[src/uart_status_pkg.sv]
// Contract
// - line status bit 2 flags a parity fault on the head received character.
// - line status bit 1 sets when a character completes while the store is full, unless a receive read frees a slot in that cycle.
// - on overrun the new character is dropped; stored characters stay intact.
// - line status bit 0 is high while any received character is held.
// - modem status address reads modem status; writes go to extra feature control.
// - any modem status read clears all four change flags, except a flag whose new edge arrives in the read cycle.
// - modem status bit 7 is inverted carrier detect, or user output two in loopback.
// - modem status bit 6 is inverted ring indicator, or user output one in loopback.
// - modem status bit 5 is inverted data set ready, or terminal ready in loopback.
// - modem status bit 4 is inverted clear to send, or request to send in loopback.
// - change flags 3, 1, 0 set on any toggle of their input since last read.
// - ring change flag 2 sets only when the ring input rises from 0 to 1.
// - a modem status interrupt request stands, one cycle late, while any change flag is set.
`default_nettype none
package uart_status_pkg;

  // ==========================================================
  // register offsets on the host bus
  localparam logic [2:0] RX_DATA_OFFSET       = 3'h0;
  localparam logic [2:0] MODEM_CONTROL_OFFSET = 3'h4;
  localparam logic [2:0] LINE_STATUS_OFFSET   = 3'h5;
  localparam logic [2:0] MODEM_STATUS_OFFSET  = 3'h6;

  // ==========================================================
  // line status field positions
  localparam int LS_READY   = 0;
  localparam int LS_OVERRUN = 1;
  localparam int LS_PARITY  = 2;

  // ==========================================================
  // modem control field positions
  localparam int MC_DTR  = 0;
  localparam int MC_RTS  = 1;
  localparam int MC_OUT1 = 2;
  localparam int MC_OUT2 = 3;
  localparam int MC_LOOP = 4;

  // ==========================================================
  // change flag positions inside the low nibble of modem status
  localparam int MS_CTS_CHANGE = 0;
  localparam int MS_DSR_CHANGE = 1;
  localparam int MS_RI_CHANGE  = 2;
  localparam int MS_CD_CHANGE  = 3;

  // ==========================================================
  // reset values
  localparam logic [7:0] MODEM_CONTROL_RESET = 8'h00;
  localparam logic [7:0] EXTRA_FEATURE_RESET = 8'h00;
  localparam logic [7:0] READ_DATA_RESET     = 8'h00;
  localparam logic [3:0] MODEM_LIVE_RESET    = 4'h0;

  // ==========================================================
  // receive store geometry
  localparam int RX_DEPTH = 128;
  localparam int RX_PTR_W = 7;
  localparam int RX_CNT_W = 8;
  localparam logic [RX_CNT_W-1:0] RX_FULL_COUNT = 8'h80;

  // ==========================================================
  // carriers
  typedef struct packed {
    logic [2:0] addr;
    logic       rd;
    logic       wr;
    logic [7:0] wdata;
  } host_req_t;

  typedef struct packed {
    logic       valid;
    logic       parity_bad;
    logic [7:0] data;
  } rx_char_t;

  typedef struct packed {
    logic cd_n;
    logic ri_n;
    logic dsr_n;
    logic cts_n;
  } modem_pins_t;

endpackage
`default_nettype wire

[src/uart_rx_store.sv]
`timescale 1ns/10ps
`default_nettype none
module uart_rx_store (
  input  wire logic                    clk,
  input  wire logic                    reset,
  input  wire logic                    fifo_mode,
  input  wire logic                    flush,
  input  wire uart_status_pkg::rx_char_t in_char,
  input  wire logic                    pop,
  output logic                         empty,
  output logic                         full,
  output logic                         overrun,
  output logic [7:0]                   head_data,
  output logic                         head_parity_bad
);

  logic [8:0]                             mem [uart_status_pkg::RX_DEPTH];
  logic [uart_status_pkg::RX_PTR_W-1:0]   wr_ptr;
  logic [uart_status_pkg::RX_PTR_W-1:0]   rd_ptr;
  logic [uart_status_pkg::RX_CNT_W-1:0]   count;
  logic                                   do_push;
  logic                                   do_pop;

  // one entry in holding mode, full depth in fifo mode
  assign empty = (count == '0);
  assign full  = fifo_mode ? (count == uart_status_pkg::RX_FULL_COUNT) : !empty;
  assign do_pop  = pop && !empty;
  assign do_push = in_char.valid && (!full || do_pop);
  assign overrun = in_char.valid && full && !do_pop;
  assign head_data       = mem[rd_ptr][7:0];
  assign head_parity_bad = !empty && mem[rd_ptr][8];

  // storage; an overrunning character is never written
  always_ff @(posedge clk) begin
    if (do_push) begin
      mem[wr_ptr] <= {in_char.parity_bad, in_char.data};
    end
  end

  // pointers and fill count
  always_ff @(posedge clk) begin
    if (reset || flush) begin
      wr_ptr <= '0;
      rd_ptr <= '0;
      count  <= '0;
    end else begin
      if (do_push) begin
        wr_ptr <= wr_ptr + 7'h01;
      end
      if (do_pop) begin
        rd_ptr <= rd_ptr + 7'h01;
      end
      if (do_push && !do_pop) begin
        count <= count + 8'h01;
      end else if (do_pop && !do_push) begin
        count <= count - 8'h01;
      end
    end
  end

endmodule
`default_nettype wire

[src/uart_modem_change.sv]
`timescale 1ns/10ps
`default_nettype none
module uart_modem_change (
  input  wire logic       clk,
  input  wire logic       reset,
  input  wire logic [3:0] live,
  input  wire logic       clear,
  output logic [3:0]      flags
);

  logic      [3:0] prev;
  logic      [1:0] primed;
  wire logic [3:0] edge_seen;

  // live lags the pins by one stage, so two cycles after reset only load references
  always_ff @(posedge clk) begin
    if (reset) begin
      prev   <= 4'h0;
      primed <= 2'h0;
    end else begin
      prev   <= live;
      primed <= {primed[0], 1'b1};
    end
  end

  // edge detection, one per modem input
  for (genvar i = 0; i < 4; i++) begin : g_flag
    if (i == uart_status_pkg::MS_RI_CHANGE) begin : g_ri
      // ring pin rising means the inverted status bit falls
      assign edge_seen[i] = primed[1] && prev[i] && !live[i];
    end else begin : g_any
      assign edge_seen[i] = primed[1] && (prev[i] ^ live[i]);
    end
  end

  // sticky flags; a new edge beats the read clear
  always_ff @(posedge clk) begin
    if (reset) begin
      flags <= 4'h0;
    end else begin
      flags <= (flags & ~{4{clear}}) | edge_seen;
    end
  end

endmodule
`default_nettype wire

[src/uart_line_modem_status.sv]
`timescale 1ns/10ps
`default_nettype none
module uart_line_modem_status (
  input  wire logic                         clk,
  input  wire logic                         reset,
  input  wire uart_status_pkg::host_req_t   host_req,
  input  wire uart_status_pkg::rx_char_t    rx_char,
  input  wire logic                         fifo_mode,
  input  wire uart_status_pkg::modem_pins_t modem_pins,
  output logic [7:0]                        rd_data,
  output logic                              modem_status_irq,
  output logic                              rx_ready,
  output logic                              dtr_n,
  output logic                              rts_n,
  output logic                              user_output_one_n,
  output logic                              user_output_two_n,
  output logic                              loopback,
  output logic [7:0]                        extra_feature_control
);

  // ==========================================================
  // internal state

  logic [7:0] modem_control;
  logic [3:0] modem_live;
  logic [3:0] next_modem_live;
  logic [3:0] change_flags;
  logic       overrun_flag;
  logic       fifo_mode_q;
  logic       mode_flush;

  logic       store_empty;
  logic       store_full;
  logic       store_overrun;
  logic [7:0] store_head_data;
  logic       store_head_parity;

  logic       read_rx;
  logic       read_line_status;
  logic       read_modem_status;
  logic       write_modem_control;
  logic       write_extra_feature;

  logic [7:0] line_status;
  logic [7:0] modem_status;
  logic [7:0] next_rd_data;

  // ==========================================================
  // host bus decode

  // one-cycle read and write strobes qualified by address
  assign read_rx = host_req.rd
    && (host_req.addr == uart_status_pkg::RX_DATA_OFFSET);
  assign read_line_status = host_req.rd
    && (host_req.addr == uart_status_pkg::LINE_STATUS_OFFSET);
  assign read_modem_status = host_req.rd
    && (host_req.addr == uart_status_pkg::MODEM_STATUS_OFFSET);
  assign write_modem_control = host_req.wr
    && (host_req.addr == uart_status_pkg::MODEM_CONTROL_OFFSET);
  assign write_extra_feature = host_req.wr
    && (host_req.addr == uart_status_pkg::MODEM_STATUS_OFFSET);

  // ==========================================================
  // writable registers

  // modem control: outputs, user outputs and loopback select
  always_ff @(posedge clk) begin
    if (reset) begin
      modem_control <= uart_status_pkg::MODEM_CONTROL_RESET;
    end else if (write_modem_control) begin
      modem_control <= host_req.wdata;
    end
  end

  // a write at the modem status address lands here instead
  always_ff @(posedge clk) begin
    if (reset) begin
      extra_feature_control <= uart_status_pkg::EXTRA_FEATURE_RESET;
    end else if (write_extra_feature) begin
      extra_feature_control <= host_req.wdata;
    end
  end

  // ==========================================================
  // receive store

  // switching between holding and fifo mode empties the store
  always_ff @(posedge clk) begin
    if (reset) begin
      fifo_mode_q <= 1'b0;
    end else begin
      fifo_mode_q <= fifo_mode;
    end
  end

  assign mode_flush = fifo_mode_q ^ fifo_mode;

  uart_rx_store u_rx_store (
    .clk             (clk),
    .reset           (reset),
    .fifo_mode       (fifo_mode),
    .flush           (mode_flush),
    .in_char         (rx_char),
    .pop             (read_rx),
    .empty           (store_empty),
    .full            (store_full),
    .overrun         (store_overrun),
    .head_data       (store_head_data),
    .head_parity_bad (store_head_parity)
  );

  // ==========================================================
  // overrun flag

  // sticky until line status is read; a new overrun beats the clear
  always_ff @(posedge clk) begin
    if (reset) begin
      overrun_flag <= 1'b0;
    end else if (store_overrun) begin
      overrun_flag <= 1'b1;
    end else if (read_line_status) begin
      overrun_flag <= 1'b0;
    end
  end

  // ==========================================================
  // line status composition

  // upper bits belong to other logic and read as zero here
  always_comb begin
    line_status = 8'h00;
    line_status[uart_status_pkg::LS_READY]   = !store_empty;
    line_status[uart_status_pkg::LS_OVERRUN] = overrun_flag;
    line_status[uart_status_pkg::LS_PARITY]  = store_head_parity;
  end

  // ==========================================================
  // modem status live bits

  // order in the nibble: cd, ri, dsr, cts (status bits 7 to 4)
  always_comb begin
    if (modem_control[uart_status_pkg::MC_LOOP]) begin
      next_modem_live[3] = modem_control[uart_status_pkg::MC_OUT2];
      next_modem_live[2] = modem_control[uart_status_pkg::MC_OUT1];
      next_modem_live[1] = modem_control[uart_status_pkg::MC_DTR];
      next_modem_live[0] = modem_control[uart_status_pkg::MC_RTS];
    end else begin
      next_modem_live[3] = !modem_pins.cd_n;
      next_modem_live[2] = !modem_pins.ri_n;
      next_modem_live[1] = !modem_pins.dsr_n;
      next_modem_live[0] = !modem_pins.cts_n;
    end
  end

  // pins are taken as synchronous; one stage aligns them with the flags
  always_ff @(posedge clk) begin
    if (reset) begin
      modem_live <= uart_status_pkg::MODEM_LIVE_RESET;
    end else begin
      modem_live <= next_modem_live;
    end
  end

  // ==========================================================
  // change flags

  uart_modem_change u_modem_change (
    .clk   (clk),
    .reset (reset),
    .live  (modem_live),
    .clear (read_modem_status),
    .flags (change_flags)
  );

  assign modem_status = {modem_live, change_flags};

  // ==========================================================
  // read data

  // unmapped addresses answer zero
  always_comb begin
    next_rd_data = rd_data;
    if (host_req.rd) begin
      case (host_req.addr)
        uart_status_pkg::RX_DATA_OFFSET: begin
          next_rd_data = store_head_data;
        end
        uart_status_pkg::MODEM_CONTROL_OFFSET: begin
          next_rd_data = modem_control;
        end
        uart_status_pkg::LINE_STATUS_OFFSET: begin
          next_rd_data = line_status;
        end
        uart_status_pkg::MODEM_STATUS_OFFSET: begin
          next_rd_data = modem_status;
        end
        default: begin
          next_rd_data = 8'h00;
        end
      endcase
    end
  end

  // read data holds until the next read
  always_ff @(posedge clk) begin
    if (reset) begin
      rd_data <= uart_status_pkg::READ_DATA_RESET;
    end else begin
      rd_data <= next_rd_data;
    end
  end

  // ==========================================================
  // registered status outputs

  // interrupt request follows the flags one cycle later
  always_ff @(posedge clk) begin
    if (reset) begin
      modem_status_irq <= 1'b0;
    end else begin
      modem_status_irq <= |change_flags;
    end
  end

  // data ready level for the datapath and interrupt logic
  always_ff @(posedge clk) begin
    if (reset) begin
      rx_ready <= 1'b0;
    end else begin
      rx_ready <= !store_empty;
    end
  end

  // ==========================================================
  // modem control pins

  // active-low pins are the inverse of their control bits
  always_ff @(posedge clk) begin
    if (reset) begin
      dtr_n             <= 1'b1;
      rts_n             <= 1'b1;
      user_output_one_n <= 1'b1;
      user_output_two_n <= 1'b1;
      loopback          <= 1'b0;
    end else begin
      dtr_n             <= !modem_control[uart_status_pkg::MC_DTR];
      rts_n             <= !modem_control[uart_status_pkg::MC_RTS];
      user_output_one_n <= !modem_control[uart_status_pkg::MC_OUT1];
      user_output_two_n <= !modem_control[uart_status_pkg::MC_OUT2];
      loopback          <= modem_control[uart_status_pkg::MC_LOOP];
    end
  end

endmodule
`default_nettype wire

[config.mk]
export PLATFORM = sky130hd
export DESIGN_NAME = uart_line_modem_status
export DESIGN_NICKNAME = d
export VERILOG_FILES = /design/src/uart_status_pkg.sv /design/src/uart_rx_store.sv /design/src/uart_modem_change.sv /design/src/uart_line_modem_status.sv
export SDC_FILE = /design/constraint.sdc
export NUM_CORES = 1
export LEC_CHECK = 0
export ABC_CLOCK_PERIOD_IN_PS = 4900
export CORE_MARGIN = 1.5
export CORE_UTILIZATION = 34
export DETAILED_ROUTE_END_ITERATION = 16
export DONT_BUFFER_PORTS = 1
export GPL_ROUTABILITY_DRIVEN = 0
export HOLD_SLACK_MARGIN = 0.1
export PLACE_DENSITY = 0.56
export SYNTH_ARGS = -nofsm -noshare
export SYNTH_HDL_FRONTEND = slang
export SYNTH_SLANG_ARGS = --single-unit
[constraint.sdc]
create_clock -name clk -period 4.9 [get_ports clk]
set_input_delay 0.98 -clock clk [delete_from_list [all_inputs] [get_ports clk]]
set_output_delay 0.98 -clock clk [all_outputs]
set_load 0.01 [all_outputs]
==> flow_metrics.py, run 1 <==
metrics = {
    "logic_synthesis": {
        "synth_ff_type": "edfxtp_1",
        "synth-seq-cells": 1228,
        "synth_edf_count": 1152,
        "synth_area_leaders": "edfxtp_1 73%, mux4_2 14%, dfxtp_1 3.2%, nor2_1 1.5%, mux2i_1 0.82%",
        "ys_warn_count": 0,
        "syn_nets": 2359,
        "syn_inst": 2319,
        "async_flop_share": 0,
        "synth.most_common_cell": "edfxtp_1",
        "synth_top_area_share": 0.7288,
        "synth_area_per_cell_um2": 20.47,
        "synth_top_cell_by_area": "edfxtp_1",
        "synth_area_um2": 47460,
        "ys_types": 59,
        "yosys-top-cells-count": "1,152 x edfxtp_1, 299 x mux4_2, 185 x nor2_1, 90 x nand2_1, 76 x dfxtp_1",
        "seq_area_frac_synth": 0.7609,
    },
    "run_status": {
        "status": "finished clean",
    },
    "critical_path": {
        "r2r_cells": 14,
        "reg2reg_setup_slack_ns": 0.82,
        "start_kind": "flip-flop",
        "cp.arrival_ns": 4.69,
        "r2r_start": "u_rx_store.count[3]$_SDFFE_PP0P_",
        "critPathKind": "reg -> reg",
        "crit_path_end_kind": "flip-flop",
        "r2r_end": "u_rx_store.count[7]$_SDFFE_PP0P_",
        "worst-path-max-fanout": 8,
        "cp-startpoint": "u_rx_store.count[3]$_SDFFE_PP0P_",
        "required_ns": 5.50,
    },
    "power_and_ir_drop": {
        "p_sw_mw": 4.725,
        "p_clk_frac": 0.405,
        "combinationalPowerShare": 0.061,
        "switching_share": 0.2167,
        "leakage_nw": 16.02,
        "p_total_mw": 21.81,
        "vdd_drop_max_v": 0.0003416,
        "powerDensity_nw_per_um2": 406.5,
        "p_seq_frac": 0.534,
        "intPower_mw": 17.08,
    },
    "clock_network": {
        "cts-hold-fix-buffers": 0,
        "cts_sinks": 1228,
        "tritoncts": "built",
        "cts_htree_levels": 3,
        "clock_path_buffers": 3,
        "clock_latency_ns": 0.73,
        "cts_buffers": 121,
        "post_cts_buffers": 0,
        "cts_repair_resize_count": 0,
        "cts_root_buf": "clkbuf_16",
        "clkTransAtPathRegs_ns": 0.06,
    },
    "final_layout": {
        "fillerInstances": 12210,
        "synthToLayoutAreaGrowth_pct": 13.04,
        "fin_area_um2": 53650,
        "drive_above_1_share": 0.2252,
        "nNetsFinal": 2442,
        "finish.utilization": 0.3888,
    },
    "sta": {
        "fmax_mhz": 244.8,
        "relSlewSlack": 0.1577,
        "setup_viol": 0,
        "rsz0062_at_grt": "false",
        "layout_setup_ws_ns": 0.8151,
        "final_max_slew_viol_count": 0,
        "skew_ns": 0.04302,
        "tns_ns": 0,
        "fin_crit_ns": 4.085,
        "worst_pin_slew_ns": 1.247,
        "finalHoldViolCount": 0,
        "period_share": 0.8336,
    },
    "floorplan": {
        "die_w_um": 376.6,
        "ioPinCount": 53,
        "initial_utilization": 0.3439,
        "die_h_um": 376.6,
        "rows": 136,
        "die_area_um2": 141800,
        "core_area_um2": 138000,
    },
    "drt": {
        "num_vias": 23311,
        "postRouteWirelength_um": 115800,
        "drt-vias-per-instance": 5.336,
        "drtPass1Iterations": 7,
        "route.detailed.drc": 0,
        "post_drt_wl_per_cell_um": 26.51,
        "drt_iter0_drc": 2372,
        "ant_nets": 0,
    },
    "placed_design": {
        "placedInstanceArea_um2": 49910,
        "hpwl_um": 69920,
        "place_ws_ns": 0.5703,
        "io_buffers": 0,
    },
    "global_routing": {
        "grt_max_degree": 129,
        "grt_pass1_wl_um": 169100,
        "grt_pass1_vias": 23809,
        "grt.overflow.total": 0,
        "antenna_found_initial": 5,
        "grt_use_total": 0.1630,
    },
    "flow_run": {
        "maxCapViolCount": 0,
    },
    "hold_path": {
        "min_to": "fifo_mode_q$_SDFF_PP0_",
        "hold_class": "in -> reg",
        "worstHoldStart": "reset",
        "hold_depth": 1,
    },
}
## through the flow
step / std cells / hold WS [ns]
6_report: 4369 / 0.3168
2_1_floorplan: 2319 / 0.3840
3_3_place_gp: 4142 / 0.4194
3_5_place_dp: 4142 / 0.4373
5_1_grt: 4368 / 0.2936
4_1_cts: 4367 / 0.2707
## critical path: stages, from the launching register on
cell and delay [ns]:
dfxtp_1 0.33, or4_4 0.56, o21a_1 0.22, o31a_1 0.23, buf_4 0.18, ha_1 0.22
inv_1 0.23, ha_1 0.30, a21o_1 0.18, a21oi_1 0.21, o21bai_1 0.11, a2111oi_0 0.63
nor4_1 0.15, o21ai_0 0.29, o31ai_1 0.11
## cell families (layout without fill, tap and decap cells)
kind of cell,Yosys count,in the layout,share of synthesized area
DFF,1228,1228,0.7609
other,0,2,0
buffers and inverters,131,316,0.01468
AOI/OAI and AO/OA,215,215,0.03208
xor gates and xnor gates,20,20,0.003691
muxes,341,341,0.1508
adders and majority gates,10,10,0.002794
and+or+nand+nor,374,374,0.03504
## worst max-delay path by stage
stage                                       endpoint
floorplan           u_rx_store.count[7]$_SDFFE_PP0P_
global placement    u_rx_store.count[7]$_SDFFE_PP0P_
detailed placement  u_rx_store.count[7]$_SDFFE_PP0P_
CTS                 u_rx_store.count[7]$_SDFFE_PP0P_
global route        u_rx_store.count[7]$_SDFFE_PP0P_
finish              u_rx_store.count[7]$_SDFFE_PP0P_
## power by group through the flow
stage               clock (mW)  combinational [mW]  sequential, mW
floorplan                    0               0.982            11.8
global placement             0                1.30            11.9
detailed placement           0                1.33            11.9
CTS                       8.98                1.33            11.6
global route              9.36                1.44            11.6
finish                    8.82                1.34            11.6
## sequential cells by signal (all words and copies together), names as in the netlist, named ones only
register,count
u_rx_store.mem,1152
extra_feature_control,8
modem_control,8
rd_data,8
u_rx_store.count,8
u_rx_store.rd_ptr,7
u_rx_store.wr_ptr,7
modem_live,4
u_modem_change.flags,4
u_modem_change.prev,4
u_modem_change.primed,2
dtr_n,1
fifo_mode_q,1
loopback,1
modem_status_irq,1
overrun_flag,1
rts_n,1
rx_ready,1
user_output_one_n,1
user_output_two_n,1
## cells in the final DEF (no fill, tap or decap), types with 6 or more instances in the layout
master,Yosys,layout
a21oi_1,43,43
nor2b_1,23,21
nand2_1,90,90
buf_4,14,73
buf_12,0,10
ha_1,9,9
clkinv_1,2,33
nand2b_1,7,7
edfxtp_1,1152,1152
clkbuf_1,43,28
inv_1,6,6
o22ai_1,15,15
clkbuf_16,0,123
nand3_1,18,18
mux2i_1,39,39
dfxtp_1,76,71
xnor2_1,9,9
o21ai_0,25,25
nor3_1,14,14
clkinv_2,0,22
a221oi_1,35,35
xor2_1,11,11
mux4_2,299,299
nor2_1,185,184
a22oi_1,36,36
a22o_1,38,38
## area by class of cell
| cell class | count | area (um^2) | share of cell area |
|---|---|---|---|
| antenna | 2 | 5.005 | 0.00009329 |
| clock buffer | 156 | 3252 | 0.06061 |
| clock inverter | 69 | 486.7 | 0.009072 |
| inverter | 8 | 30.03 | 0.0005597 |
| multi-input combinational | 960 | 10670 | 0.1989 |
| sequential | 1228 | 36130 | 0.6734 |
| tap | 1863 | 2331 | 0.04345 |
| timing repair buffer | 83 | 748.2 | 0.01395 |
## metal layers
layer  part of all wire  wire, um  vias up  track usage
met5            0.00044        51        -            0
met4              0.021      2421        6      0.04268
met3              0.078      9007      153      0.03501
met2               0.48     55240      911       0.2599
met1               0.42     49120    12487       0.2265
li1                   -         -     9754            -
(Power assumes the default switching activity.)
==> run 2, diff against run 1 <==
--- a/config.mk
+++ b/config.mk
@@ -5,7 +5,8 @@
 export SDC_FILE = /design/constraint.sdc
 export NUM_CORES = 1
 export LEC_CHECK = 0
-export ABC_CLOCK_PERIOD_IN_PS = 4900
+export ABC_AREA = 1
+export ABC_CLOCK_PERIOD_IN_PS = 4000
 export CORE_MARGIN = 1.5
 export CORE_UTILIZATION = 34
 export DETAILED_ROUTE_END_ITERATION = 16
==> constraint.sdc (replaced) <==
create_clock -name clk -period 4 [get_ports clk]
set_input_delay 0.8 -clock clk [delete_from_list [all_inputs] [get_ports clk]]
set_output_delay 0.8 -clock clk [all_outputs]
set_load 0.01 [all_outputs]
==> run 2 against run 1 <==
Compared with the run above:
- design area grew 4.9%
- setup slack better by 0.017 ns
- critical path type unchanged
- sequential cell count is the same
- die area increased by 5.3%
- area after synthesis up 5.3%
- largest cell class unchanged
- total power grew 26%
==> flow_metrics.py, run 2 <==
metrics = {
    "floorplan": {
        "rows": 140,
        "initial_utilization": 0.3430,
        "core_area_um2": 145700,
        "die_h_um": 386.5,
        "ioPinCount": 53,
        "die_w_um": 386.5,
        "die_area_um2": 149400,
    },
    "global_routing": {
        "grt_use_total": 0.1756,
        "grt_max_degree": 184,
        "grt.overflow.total": 0,
        "grt_pass1_vias": 31005,
        "grt_pass1_wl_um": 200800,
        "antenna_found_initial": 1,
    },
    "logic_synthesis": {
        "syn_inst": 4319,
        "synthMuxAreaShare": 0,
        "synth.most_common_cell": "nand2_1",
        "ys_warn_count": 0,
        "synth_compound_area_frac": 0.01344,
        "synth_top_cell_by_area": "edfxtp_1",
        "async_flop_share": 0,
        "synth-seq-cells": 1228,
        "synth_area_leaders": "edfxtp_1 69%, nand3_1 11%, nand2_1 10%, dfxtp_1 3.0%, nor2_1 1.2%",
        "synth_edf_count": 1152,
        "yosys-top-cells-count": "1,346 x nand2_1, 1,152 x edfxtp_1, 1,076 x nand3_1, 154 x nor2_1, 114 x buf_2",
        "seq_area_frac_synth": 0.7224,
        "ys_types": 45,
        "synth_top_area_share": 0.6919,
        "synth_ff_type": "edfxtp_1",
        "synth_area_per_cell_um2": 11.58,
        "synthSimpleGateAreaFrac": 0.2252,
        "synth-xor-area-share": 0.001051,
        "syn_nets": 4359,
        "synth_area_um2": 49990,
        "synth_top_family_by_area": "simple AND/OR/NAND/NOR gates",
        "synth_adder_area_share": 0.002653,
    },
    "critical_path": {
        "critPathKind": "reg -> reg",
        "worst-path-max-fanout": 9,
        "reg2reg_setup_slack_ns": 0.83,
        "r2r_cells": 22,
        "crit_path_end_kind": "flip-flop",
        "start_kind": "flip-flop",
        "required_ns": 4.65,
        "r2r_start": "u_rx_store.count[1]$_SDFFE_PP0P_",
        "r2r_end": "u_rx_store.count[7]$_SDFFE_PP0P_",
        "cp.arrival_ns": 3.82,
    },
    "sta": {
        "skew_ns": 0.02178,
        "finalHoldViolCount": 0,
        "fin_crit_ns": 3.168,
        "relSlewSlack": 0.3794,
        "tns_ns": 0,
        "layout_setup_ws_ns": 0.8320,
        "rsz0062_at_grt": "false",
        "period_share": 0.7920,
        "final_max_slew_viol_count": 0,
        "setup_viol": 0,
        "worst_pin_slew_ns": 0.9309,
        "fmax_mhz": 315.7,
    },
    "drt": {
        "postRouteWirelength_um": 133800,
        "drt_iter0_drc": 3613,
        "drt-vias-per-instance": 5.143,
        "ant_nets": 0,
        "post_drt_wl_per_cell_um": 21.12,
        "num_vias": 32578,
        "route.detailed.drc": 0,
        "drtPass1Iterations": 6,
    },
    "power_and_ir_drop": {
        "vdd_drop_max_v": 0.0003486,
        "powerDensity_nw_per_um2": 488.6,
        "leakage_nw": 19.42,
        "p_total_mw": 27.50,
    },
    "clock_network": {
        "cts_root_buf": "clkbuf_16",
        "clock_path_buffers": 3,
        "cts_htree_levels": 4,
        "clock_latency_ns": 0.75,
        "cts_buffers": 130,
        "cts_sinks": 1228,
        "clkTransAtPathRegs_ns": 0.06,
        "tritoncts": "built",
        "post_cts_buffers": 0,
    },
    "placed_design": {
        "placedInstanceArea_um2": 52210,
        "place_ws_ns": 0.5730,
        "hpwl_um": 71900,
        "io_buffers": 0,
    },
    "final_layout": {
        "nNetsFinal": 4359,
        "largest_reg_flops": 1152,
        "final_cell_mix": "1,346 x nand2_1, 1,152 x edfxtp_1, 1,076 x nand3_1",
        "top_register": "u_rx_store.mem",
        "finish.utilization": 0.3862,
        "synthToLayoutAreaGrowth_pct": 12.58,
        "multiInputGateArea_um2": 12120,
        "layout_commonest_cell": "nand2_1",
        "n_antenna_cell": 0,
        "fillerInstances": 13946,
        "fin_area_um2": 56280,
        "seq_area_um2": 36130,
        "drive_above_1_share": 0.07605,
    },
    "hold_path": {
        "hold_depth": 0,
        "min_to": "u_rx_store.mem[114][6]$_DFFE_PP_",
        "hold_class": "in -> reg",
        "worstHoldStart": "rx_char[6]",
    },
    "run_status": {
        "status": "finished clean",
    },
    "flow_run": {
        "maxCapViolCount": 0,
    },
}
[run 2: cell count changes after synthesis, moves of 34 or more]
| cell | previous run | this run |
|---|---|---|
| a221oi_1 | 35 | 1 |
| a22o_1 | 38 | 0 |
| a22oi_1 | 36 | 0 |
| buf_2 | 50 | 114 |
| inv_1 | 6 | 68 |
| mux2i_1 | 39 | 0 |
| mux4_2 | 299 | 0 |
| nand2_1 | 90 | 1346 |
| nand3_1 | 18 | 1076 |
[run 2: per-layer routing]
layer | wire, um | track usage | vias up
li1 | - | - | 15217
met1 | 59060 | 0.2461 | 16047
met2 | 62670 | 0.2778 | 1110
met3 | 8426 | 0.02823 | 204
met4 | 3633 | 0.05785 | 0
met5 | 0 | 0 | -
[run 2: timing repair]
action	4_1_cts	5_1_grt
resized for setup	0	0
hold buffers	5	0
hold endpoints to repair	36	0
[run 2: critical path: stages, from the launching register on]
cell	delay [ns]
dfxtp_1	0.35
nor2_1	0.13
nand3_1	0.15
nor3_4	0.22
nand2_2	0.13
o211ai_2	0.10
nand2_4	0.11
clkinv_4	0.12
ha_1	0.20
inv_1	0.11
ha_1	0.35
a21oi_1	0.14
nand2_1	0.10
a21oi_1	0.14
o21bai_1	0.09
nand2_1	0.08
nand2_1	0.06
a21oi_1	0.16
nor2_1	0.06
nor2_1	0.08
nand2_1	0.07
nor2_1	0.08
nor2_1	0.05
[run 2: worst max path at each step]
| stage | from | endpoint | slack [ns] | depth (start not counted) |
|---|---|---|---|---|
| after floorplan | host_req[10] | u_rx_store.count[7]$_SDFFE_PP0P_ | 0.67 | 22 |
| after global placement | host_req[10] | u_rx_store.count[7]$_SDFFE_PP0P_ | 0.44 | 21 |
| after detailed placement | host_req[10] | u_rx_store.count[7]$_SDFFE_PP0P_ | 0.57 | 20 |
| after CTS | u_rx_store.count[1]$_SDFFE_PP0P_ | u_rx_store.count[7]$_SDFFE_PP0P_ | 0.81 | 23 |
| after global routing | u_rx_store.count[1]$_SDFFE_PP0P_ | u_rx_store.count[7]$_SDFFE_PP0P_ | 0.50 | 23 |
| final | u_rx_store.count[1]$_SDFFE_PP0P_ | u_rx_store.count[7]$_SDFFE_PP0P_ | 0.83 | 22 |
[run 2: layout make-up]
cell class	count	area share
inverter	77	0.005691
clock inverter	61	0.007959
timing repair buffer	137	0.02312
clock buffer	170	0.06329
sequential	1228	0.6419
multi-input combinational	2745	0.2154
tap	1917	0.04262
[run 2: metrics by stage]
step / cells / hold WS, ns
global route: 6335 / 0.1157
detailed placement: 6099 / 0.3901
global placement: 6099 / 0.3908
finish: 6335 / 0.1441
CTS: 6335 / 0.1192
floorplan: 4319 / 0.3762
[run 2: power by group]
group | switching [mW] | leakage [nW] | internal (mW)
sequential | 0.0794 | 11.0 | 14.2
combinational | 1.27 | 6.49 | 0.524
clock | 4.97 | 1.96 | 6.49
[run 2: cell families (layout without fill, tap and decap cells)]
| logic type | count (synthesis) | in the layout |
|---|---|---|
| fa+ha+maj | 10 | 10 |
| buf+inv | 346 | 445 |
| xor+xnor | 6 | 6 |
| flops | 1228 | 1228 |
| simple gates | 2606 | 2606 |
| compound gates | 123 | 123 |
